[src/design/svi_pkg.sv]
// Shared constants and types of the supplied vector interrupt responder
`default_nettype none
package svi_pkg;
   // Clock and timing
   localparam int          CLK_PERIOD_NS  = 5;
   localparam int          STROBE_NS      = 15;
   localparam int          GAP_NS         = 10;
   localparam logic [3:0]  STROBE_CYC     =
      4'((STROBE_NS + CLK_PERIOD_NS - 1) / CLK_PERIOD_NS);
   localparam logic [3:0]  GAP_CYC        =
      4'((GAP_NS + CLK_PERIOD_NS - 1) / CLK_PERIOD_NS);
   // Request inputs
   localparam int          NUM_REQ        = 8;
   // Vector encodings
   localparam logic [7:0]  RESTART_BASE   = 8'hC7;
   localparam logic [7:0]  JUMP_OPCODE    = 8'hC3;
   localparam logic [7:0]  JUMP_PAGE      = 8'h00;
   localparam logic [7:0]  TABLE_BASE     = 8'h40;
   localparam logic [7:0]  TABLE_STEP     = 8'h04;
   localparam logic [7:0]  EMPTY_VECTOR   = 8'hFF;
   localparam logic [1:0]  JUMP3_BYTES    = 2'h3;
   localparam logic [1:0]  SINGLE_BYTES   = 2'h1;

   // How the vector is formed and how many strobes one fetch takes
   typedef enum logic [2:0] {
      MODE_RESTART,
      MODE_JUMP3,
      MODE_EXT_OPCODE,
      MODE_INDIRECT,
      MODE_RELATIVE
   } svi_mode_type;

   // How the host derives the acknowledge strobe
   typedef enum logic [1:0] {
      FAM_DIRECT,
      FAM_SPLIT_STROBE,
      FAM_BUS_STATUS
   } svi_family_type;

   // Strobes used by one vector fetch in a given mode
   function automatic logic [1:0] svi_pulses(input svi_mode_type m);
      svi_pulses = (m == MODE_JUMP3) ? JUMP3_BYTES : SINGLE_BYTES;
   endfunction : svi_pulses
endpackage : svi_pkg
`default_nettype wire

[src/design/svi_bus_if.sv]
// Interrupt request, acknowledge and vector data signals between both ends
`default_nettype none
interface svi_bus_if;
   logic       combined_irq_n;
   logic       vector_fetch_strobe_n;
   logic [7:0] data;
   logic       data_oe;

   modport dev  (output combined_irq_n, data, data_oe,
                 input  vector_fetch_strobe_n);
   modport host (input  combined_irq_n, data, data_oe,
                 output vector_fetch_strobe_n);
endinterface : svi_bus_if
`default_nettype wire

[src/design/svi_responder.sv]
// Device end: request latches, masking, priority and vector supply
//
// Operation
// OR eight enabled requests into one line
// Latch each request edge, no pulse width
// Masked requests do not drive the line
// Acknowledge returns highest-priority active vector
// Strobe acts as vector memory read enable
// Host inhibits main memory during acknowledge
// Jump mode: one byte per strobe, three
// Extended mode: strobe only on opcode byte
// Indirect mode: one low address byte
// Relative mode: one page-zero offset byte
// Restart vectors reach only eight addresses
// Split strobes: acknowledge when both low
// Bus status: acknowledge when both high
// Request states readable for polling
// Data bus released while strobe inactive; here data_oe drops one cycle after the strobe rises
// Active-low request drops when none pending
`default_nettype none
module svi_responder
   import svi_pkg::*;
(
   // Clock, reset, enable
   input  wire logic                  mclk,
   input  wire logic                  rst_b,
   input  wire logic                  ce,
   // Peripheral requests, asynchronous pins
   input  wire logic [NUM_REQ-1:0]    irq_in,
   // Configuration from local logic
   input  wire logic [NUM_REQ-1:0]    mask,
   input  wire svi_pkg::svi_mode_type mode,
   // Poll port
   output logic      [NUM_REQ-1:0]    req_status,
   // Processor side
   svi_bus_if.dev                     bus
);
   import svi_pkg::*;

   typedef struct packed {
      // Request pins: two synchroniser stages, then the edge detector
      logic [NUM_REQ-1:0] sync1;
      logic [NUM_REQ-1:0] sync2;
      logic [NUM_REQ-1:0] prev;
      // Request latches and their poll copy
      logic [NUM_REQ-1:0] pend;
      logic [NUM_REQ-1:0] status;
      // Outputs to the processor side
      logic               irq_n;
      logic [7:0]         data;
      logic               oe;
      // Acknowledge tracking across the strobes of one fetch
      logic               strobe_prev;
      logic [2:0]         win;
      logic               win_ok;
      logic [1:0]         byte_no;
   } svi_dev_state_type;

   svi_dev_state_type q;
   svi_dev_state_type d;

   ////////////////////////////////////////////////////////////////////////////
   // Lowest index has highest priority
   // Returns 0 when nothing is active, so callers qualify it with |active
   function automatic logic [2:0] pick_highest(input logic [NUM_REQ-1:0] a);
      logic [2:0] r;
      r = 3'h0;
      for (int i = NUM_REQ - 1; i >= 0; i--) begin
         if (a[i]) begin
            r = 3'(i);
         end
      end
      pick_highest = r;
   endfunction : pick_highest

   // Vector memory contents for source n, byte b of the fetch
   function automatic logic [7:0] vec_byte(input svi_mode_type m,
                                            input logic [2:0]   n,
                                            input logic [1:0]   b);
      logic [7:0] tbl;
      tbl = 8'(TABLE_BASE + TABLE_STEP * {5'h00, n});
      unique case (m)
         MODE_RESTART: begin
            vec_byte = RESTART_BASE | {2'h0, n, 3'h0};
         end
         MODE_JUMP3: begin
            unique case (b)
               2'h0:    vec_byte = JUMP_OPCODE;
               2'h1:    vec_byte = tbl;
               default: vec_byte = JUMP_PAGE;
            endcase
         end
         MODE_EXT_OPCODE: begin
            // Remaining bytes come from the host's memory, not from here
            vec_byte = JUMP_OPCODE;
         end
         MODE_INDIRECT: begin
            vec_byte = tbl;
         end
         MODE_RELATIVE: begin
            vec_byte = tbl;
         end
         default: begin
            // No legal mode: an all-ones byte is the safest code to supply
            vec_byte = EMPTY_VECTOR;
         end
      endcase
   endfunction : vec_byte

   ////////////////////////////////////////////////////////////////////////////
   always_comb begin
      logic [NUM_REQ-1:0] rise;
      logic [NUM_REQ-1:0] clr;
      logic [NUM_REQ-1:0] active;
      logic [2:0]         src;
      logic               start;
      logic               stop;
      logic               first;
      logic               have_src;
      rise     = '0;
      clr      = '0;
      active   = '0;
      src      = 3'h0;
      start    = 1'b0;
      stop     = 1'b0;
      first    = 1'b0;
      have_src = 1'b0;
      d        = q;

      // Pins pass two flops before the edge detector looks at them
      d.sync1 = irq_in;
      d.sync2 = q.sync1;
      d.prev  = q.sync2;
      // A level held high latches once; it must fall before it counts again
      rise    = q.sync2 & ~q.prev;

      active = q.pend & ~mask;
      // Strobe edges are seen through one flop, so data_oe lags a cycle
      start  = !bus.vector_fetch_strobe_n && q.strobe_prev;
      stop   = bus.vector_fetch_strobe_n && !q.strobe_prev;
      d.strobe_prev = bus.vector_fetch_strobe_n;

      // Winner is frozen on the first strobe so a multibyte fetch
      // cannot mix bytes of two sources
      first    = (q.byte_no == 2'h0);
      have_src = first ? |active : q.win_ok;
      if (start) begin
         src = first ? pick_highest(active) : q.win;
         if (first) begin
            d.win    = src;
            d.win_ok = |active;
         end
         if (have_src) begin
            d.data = vec_byte(mode, src, q.byte_no);
         end else begin
            d.data = EMPTY_VECTOR;
         end
      end

      // The winner's latch clears only after the last strobe of the fetch
      if (stop) begin
         if (q.byte_no == svi_pulses(mode) - 2'h1) begin
            d.byte_no = 2'h0;
            if (q.win_ok) begin
               clr[q.win] = 1'b1;
            end
         end else begin
            d.byte_no = q.byte_no + 2'h1;
         end
      end

      // Only this end drives the vector, from one cycle after the strobe falls until one cycle after it rises
      d.oe = !bus.vector_fetch_strobe_n;

      // A new edge wins over the automatic clear
      d.pend   = (q.pend & ~clr) | rise;
      d.status = d.pend;
      d.irq_n  = ~|(d.pend & ~mask);
   end

   ////////////////////////////////////////////////////////////////////////////
   // Reset acts even while ce is low; ce low freezes every field
   always_ff @(posedge mclk) begin
      if (!rst_b) begin
         // Edge detectors reset to the idle pin levels: no false edge
         q.sync1       <= '0;
         q.sync2       <= '0;
         q.prev        <= '0;
         q.pend        <= '0;
         q.status      <= '0;
         q.irq_n       <= 1'b1;
         q.data        <= 8'h00;
         q.oe          <= 1'b0;
         q.strobe_prev <= 1'b1;
         q.win         <= 3'h0;
         q.win_ok      <= 1'b0;
         q.byte_no     <= 2'h0;
      end else if (ce) begin
         q <= d;
      end
   end

   ////////////////////////////////////////////////////////////////////////////
   // Every bus output comes straight from a flop
   assign bus.combined_irq_n = q.irq_n;
   assign bus.data           = q.data;
   assign bus.data_oe        = q.oe;
   assign req_status         = q.status;
endmodule : svi_responder
`default_nettype wire
[src/flat_wrapper.sv]
// flat-port wrapper written by rule: the top's interface ports become plain ports
module svi_responder_flat import svi_pkg::*;
  (mclk, rst_b, ce, irq_in, mask, mode, req_status, bus_combined_irq_n, bus_data, bus_data_oe, bus_vector_fetch_strobe_n);
  svi_bus_if bus_i ();
  input  wire logic mclk;
  input  wire logic rst_b;
  input  wire logic ce;
  input  wire logic [NUM_REQ-1:0] irq_in;
  input  wire logic [NUM_REQ-1:0] mask;
  input  wire svi_pkg::svi_mode_type mode;
  output logic      [NUM_REQ-1:0] req_status;
  output wire logic [$bits(bus_i.combined_irq_n)-1:0] bus_combined_irq_n;
  output wire logic [$bits(bus_i.data)-1:0] bus_data;
  output wire logic [$bits(bus_i.data_oe)-1:0] bus_data_oe;
  input wire logic [$bits(bus_i.vector_fetch_strobe_n)-1:0] bus_vector_fetch_strobe_n;
  assign bus_combined_irq_n = bus_i.combined_irq_n;
  assign bus_data = bus_i.data;
  assign bus_data_oe = bus_i.data_oe;
  assign bus_i.vector_fetch_strobe_n = bus_vector_fetch_strobe_n;
  svi_responder u_core (.mclk(mclk), .rst_b(rst_b), .ce(ce), .irq_in(irq_in), .mask(mask), .mode(mode), .req_status(req_status), .bus(bus_i));
endmodule
[config.mk]
export PLATFORM = sky130hd
export DESIGN_NAME = svi_responder_flat
export DESIGN_NICKNAME = d
export VERILOG_FILES = /design/src/design/svi_pkg.sv /design/src/design/svi_bus_if.sv /design/src/design/svi_responder.sv /design/src/flat_wrapper.sv
export SDC_FILE = /design/constraint.sdc
export NUM_CORES = 1
export LEC_CHECK = 0
export ABC_AREA = 1
export ABC_CLOCK_PERIOD_IN_PS = 1700
export BUFFER_PORTS_ARGS = -buffer_cell sky130_fd_sc_hd__clkbuf_2
export CAP_MARGIN = 20
export CORE_AREA = 2 2 73 75
export DETAILED_ROUTE_END_ITERATION = 8
export DIE_AREA = 0 0 75 77
export GPL_TIMING_DRIVEN = 0
export PLACE_DENSITY = 0.79
export SLEW_MARGIN = 20
export SYNTH_ARGS = -nofsm -noshare
export SYNTH_HDL_FRONTEND = slang
export SYNTH_SLANG_ARGS = --single-unit
export TNS_END_PERCENT = 100
[constraint.sdc]
create_clock -name mclk -period 1.7 [get_ports mclk]
set_clock_uncertainty 0.15 [all_clocks]
set_input_delay 0.17 -clock mclk [delete_from_list [all_inputs] [get_ports mclk]]
set_output_delay 0.17 -clock mclk [all_outputs]
set_load 0.005 [all_outputs]
# [Yosys cells after proc, flatten, opt, wreduce, memory -nomap -nowiden]
# Cells that the tools add are included.
[totals] input_bits=23 regBits=49 n_memories=0 latchBits=0 rom_bits=0 ramBits=0 wordCells=65
[op_classes] n_div=0 n_reduce_logical=14 addsub=3 mul=0 muxes=21 n_lt_le_gt_ge=2 eq_ne=6 bitwise=8 shifts=0
[op_table] op="8-bit bitwise AND" count=4
[op_table] op="8-bit 2-to-1 mux" count=4
[op_table] op="8-bit case mux with 4 select lines" count=1
[op_table] op="3-bit 2-to-1 mux" count=10
[op_table] op="8-bit inverter" count=3
[op_table] op="8-bit case mux with 2 select lines" count=1
[op_table] op="8-bit OR reduction" count=2
[op_table] op="7-bit by 5-bit adder with 8-bit output (first input constant)" count=1
[op_table] op="8-bit bitwise OR" count=1
[op_table] op="3-bit by 2-bit equality test with 1-bit output (second input constant)" count=2
[op_table] op="3-bit by 4-bit < comparator with 1-bit output (second input constant)" count=1
[op_table] op="2-bit 2-to-1 mux" count=2
[op_table] op="2-bit AND reduction" count=2
[op_table] op="1-bit demux with 3-bit select" count=1
[op_table] op="3-bit by 1-bit equality test with 1-bit output (second input constant)" count=1
[op_table] op="3-bit equality test (second input constant)" count=1
[op_table] op="3-bit by 1-bit >= comparator with 1-bit output (second input constant)" count=1
[op_table] op="1-bit logical AND" count=3
[op_table] op="1-bit logical NOT" count=3
[op_table] op="3-bit logical NOT" count=1
[op_table] op="3-bit AND reduction" count=1
[op_table] op="2-bit by 1-bit adder with 2-bit output (second input constant)" count=1
[op_table] op="2-bit by 1-bit equality test with 1-bit output (second input constant)" count=1
[op_table] op="2-bit equality test" count=1
[op_table] op="other kinds (4)" count=5

# [Logic depth before layout (Yosys ltp)]
[depth] ltp_word=16 mapped_depth=12

# [Worst setup path after synthesis]
# Ideal clock, no wire load.
[synth_path] path_type="reg-to-reg" start="reg u_core.q[0] (netlist bit)" end="reg, netlist name u_core.bus.data[4]" arrival_ps=1401 required_ps=1431 slack_ps=29 stages_incl_launch_ff=9 path_cell_list="dfxtp_1 > inv_1 > ha_1 > inv_1 > nand2_1 > o21ai_2 > o21ai_2 > a21oi_2 > a21oi_1"
[synth_between] elab_chain_cells=6 elab_cells_between_ends=8 classes_between="add/sub: 1; eq/ne: 1; mux: 5; reduce/logical: 1"
[synth_lines] element="start: declaration" line_no="svi_responder.sv:59" source="svi_dev_state_type q;"
[synth_lines] element="2-bit logical NOT" line_no="svi_responder.sv:87, svi_responder.sv:145"
[synth_lines] element="3-bit 2-to-1 mux" line_no="svi_responder.sv:148" source="src = first ? pick_highest(active) : q.win;"
[synth_lines] element="7-bit by 5-bit adder with 8-bit output" line_no="svi_responder.sv:81" source="tbl = 8'(TABLE_BASE + TABLE_STEP * {5'h00, n});"
[synth_lines] element="8-bit case mux with 2 select lines" line_no="svi_responder.sv:87" source="unique case (b)"
[synth_lines] element="8-bit case mux with 4 select lines" line_no="svi_responder.sv:82" source="unique case (m)"
[synth_lines] element="8-bit 2-to-1 mux (*)" line_no="svi_responder.sv:153" source="if (have_src) begin"
# Every way passes the cells marked *; elsewhere a longest branch is shown, timed or not.
# A chain may end at the register's enable or synchronous reset.

# [Worst setup path in the final report]
[layout_path] start="reg u_core.q[1] (netlist bit)" end="reg, netlist name u_core.bus.data[5]"
[layout_between] elab_chain_cells=6 elab_cells_between_ends=8 classes_between="add/sub: 1; eq/ne: 1; mux: 5; reduce/logical: 1"
[layout_lines] element="2-bit logical NOT" line_no="svi_responder.sv:87, svi_responder.sv:145"
[layout_lines] element="3-bit 2-to-1 mux" line_no="svi_responder.sv:148"
[layout_lines] element="7-bit by 5-bit adder with 8-bit output" line_no="svi_responder.sv:81"
[layout_lines] element="8-bit case mux with 2 select lines" line_no="svi_responder.sv:87"
[layout_lines] element="8-bit case mux with 4 select lines" line_no="svi_responder.sv:82"
[layout_lines] element="8-bit 2-to-1 mux (*)" line_no="svi_responder.sv:153"
# Marked as above.

==> flow_metrics.py <==
metrics = {
    "run_status": {
        "status": "complete, no violations",
    },
    "detailed_routing": {
        "wl_per_cell_um": 11.91,
        "first_pass_iters": 4,
        "drt_wl_total_mm": 5.837,
        "drc": 0,
        "ant_nets": 0,
        "viasPerCell": 4.851,
        "via_count": 2377,
        "drt-initial-drc-count": 74,
    },
    "finish": {
        "fin_util": 0.6016,
        "multi_input_area_um2": 1184,
        "diodes": 0,
        "syn2layout_area_growth_pct": 23.22,
        "fin_cells": 490,
        "drive_above_1_share": 0.2357,
        "nets": 444,
        "seqCellArea_um2": 949.7,
        "final_area_um2": 2994,
        "n_fill_cell": 434,
    },
    "critical_path": {
        "cp-start-kind": "register",
        "cp.required_ns": 1.74,
        "worstSetupPathType": "register to register",
        "critical_path.max_fanout": 7,
        "cp-end-kind": "register",
        "reg2reg_from": "u_core.q[1]$_SDFFE_PN0P_",
        "crit_arrival_ns": 1.66,
        "crit_path_start": "u_core.q[1]$_SDFFE_PN0P_",
    },
    "yosys": {
        "yosys.area_share.adder": 0.01030,
        "synth_warnings": 0,
        "syn_avg_cell_area_um2": 6.731,
        "synthTopCellsByCount": "71 x nand2_1, 57 x nor2_1, 47 x dfxtp_1, 46 x o21ai_0, 41 x inv_1",
        "seq_area_frac_synth": 0.3872,
        "yosysTopAreaCell": "dfxtp_1",
        "ys.flop_type": "dfxtp_1",
        "syn_inst": 361,
        "ys_types": 26,
        "synth.top_cell.area_share": 0.3872,
        "synth_fp_nets": 386,
        "synthesis.area_um2": 2430,
        "synthMuxAreaShare": 0,
        "synth_seq_cells": 47,
        "yosys.area_share.xor_xnor": 0.003605,
        "synth_most_common_cell": "nand2_1",
        "synth.area.top_cells": "dfxtp_1 39%, nand2_1 11%, o21ai_0 9.5%",
        "synth_compound_area_frac": 0.1771,
        "synth_top_family_by_area": "simple AND/OR/NAND/NOR gates",
        "async_reset_ff_frac": 0,
        "yosys.area_share.simple": 0.2837,
        "synth-edff-count": 0,
    },
    "power": {
        "p_leak_nw": 1.461,
        "power_density_nw_per_um2": 876.8,
        "power.total_mw": 2.625,
        "vdd_drop_max_uv": 619.0,
    },
    "floorplan": {
        "io_pins": 41,
        "fp.dieH_um": 77,
        "rows": 26,
        "die_x_um": 75,
        "core_um2": 4977,
        "initial_utilization": 0.4882,
        "dieArea_um2": 5775,
    },
    "sta": {
        "drv_slew": 0,
        "fin_hold_ws_ns": 0.06737,
        "maxSlewHeadroom": 0.6500,
        "finalHoldViolCount": 0,
        "finalSetupTns_ns": 0,
        "finalWorstSetupSlack_ns": 0.08691,
        "worst_slew_pin_slew_ns": 0.5250,
        "fin_crit_sh": 0.9489,
        "setup_viol": 0,
        "fmax_mhz": 619.9,
        "period_minus_slack_ns": 1.613,
    },
    "job": {
        "cap_viol_max_count": 0,
    },
    "place": {
        "place.port_buffers": 39,
        "pre_cts_ws_ns": -0.2027,
        "post-dp-hpwl_mm": 4.179,
        "gp_congestion": 0.9039,
        "placed_cell_area_um2": 2713,
        "dp_cells": 470,
    },
    "global_route": {
        "grt.overflow.total": 0,
        "antenna_found_initial": 0,
        "grt_pass1_wl_mm": 9.501,
        "grt_max_degree": 15,
        "grt_pass1_vias": 2185,
        "track_usage": 0.2106,
    },
    "clock_tree": {
        "cts_buffer_depth": 2,
        "clk_pin_slew_ns": 0.09,
        "htreeDepth": 2,
        "cts_tree": "done",
        "numCtsBuffers": 5,
        "root_buffer": "clkbuf_8",
        "cts.sinks": 47,
        "clk_latency_ns": 0.30,
    },
    "worst_hold_path": {
        "hold_path_startpoint": "ce",
        "hp-class": "primary input to register",
    },
}
## layout make-up
type	instances	area share
Buffer	28	0.05558
Clock buffer	6	0.02424
Clock inverter	2	0.02006
Inverter	45	0.05641
Multi-Input combinational cell	241	0.3953
Sequential cell	47	0.3172
Tap cell	70	0.02925
Timing Repair Buffer	51	0.1020
## repair_timing
item / in CTS / in global routing
endpoints found under the hold margin: 8 / 0
resized for setup: 4 / 9
pin swaps: 0 / 4
hold buffers: 8 / 0
setup endpoints to repair: 5 / 4
setup buffers: 1 / 3
## cell usage in the layout, fill, tap and decap left out, types with 6 or more instances in the layout
| cell type | n |
|---|---|
| nand2_1 | 71 |
| clkbuf_1 | 12 |
| buf_4 | 20 |
| nor2_1 | 57 |
| inv_1 | 39 |
| dlygate4sd3_1 | 8 |
| o21ai_0 | 46 |
| clkbuf_2 | 39 |
| dfxtp_1 | 42 |
| a21oi_1 | 22 |
| inv_2 | 6 |
| nand3_1 | 14 |
## registers in the layout (all words and copies together), names as in the netlist
name	cells
u_core.q	23
u_core.bus.combined_irq_n	1
u_core.bus.data	6
u_core.d	16
u_core.bus.data_oe	1
## path summary, 6_finish.rpt
kind | endpoint | slack, ns | cells after the start
hold / removal | u_core.bus.data_oe$_SDFFE_PN0P_ | 0.07 | 3
hold reg to reg | u_core.q[37]$_SDFFE_PN0P_ | 0.31 | 2
setup reg to reg | u_core.bus.data[5]$_SDFFE_PN0P_ | 0.09 | 8
setup / recovery | u_core.bus.data[5]$_SDFFE_PN0P_ | 0.09 | 8
## where the power goes
part	switching [mW]	internal (mW)	total, mW
registers	0.0502	1.17	1.22
clock network	0.372	0.588	0.960
logic	0.252	0.190	0.442
## critical path: stages (launching register included)
cell and delay [ns]:
dfxtp_2 0.38, inv_1 0.10, ha_4 0.19, inv_2 0.11, nand2_1 0.09, o21ai_2 0.18
o21ai_2 0.11, a21oi_2 0.15, nor2_1 0.05
## kinds of logic after synthesis
group | count (synthesis)
AOI/OAI and AO/OA | 80
xor gates and xnor gates | 1
adders and majority gates | 2
buffers and inverters | 73
DFF | 47
and+or+nand+nor | 158
## per-layer routing
| layer | wire length [um] | share of wire | GRT usage | up-vias |
|---|---|---|---|---|
| li1 | - | - | - | 1239 |
| met1 | 2561 | 0.44 | 0.2531 | 1063 |
| met2 | 2940 | 0.50 | 0.3649 | 65 |
| met3 | 247 | 0.042 | 0.03942 | 10 |
| met4 | 86 | 0.015 | 0.07321 | 0 |
| met5 | 0 | 0 | 0 | - |
(Power assumes the default switching activity.)
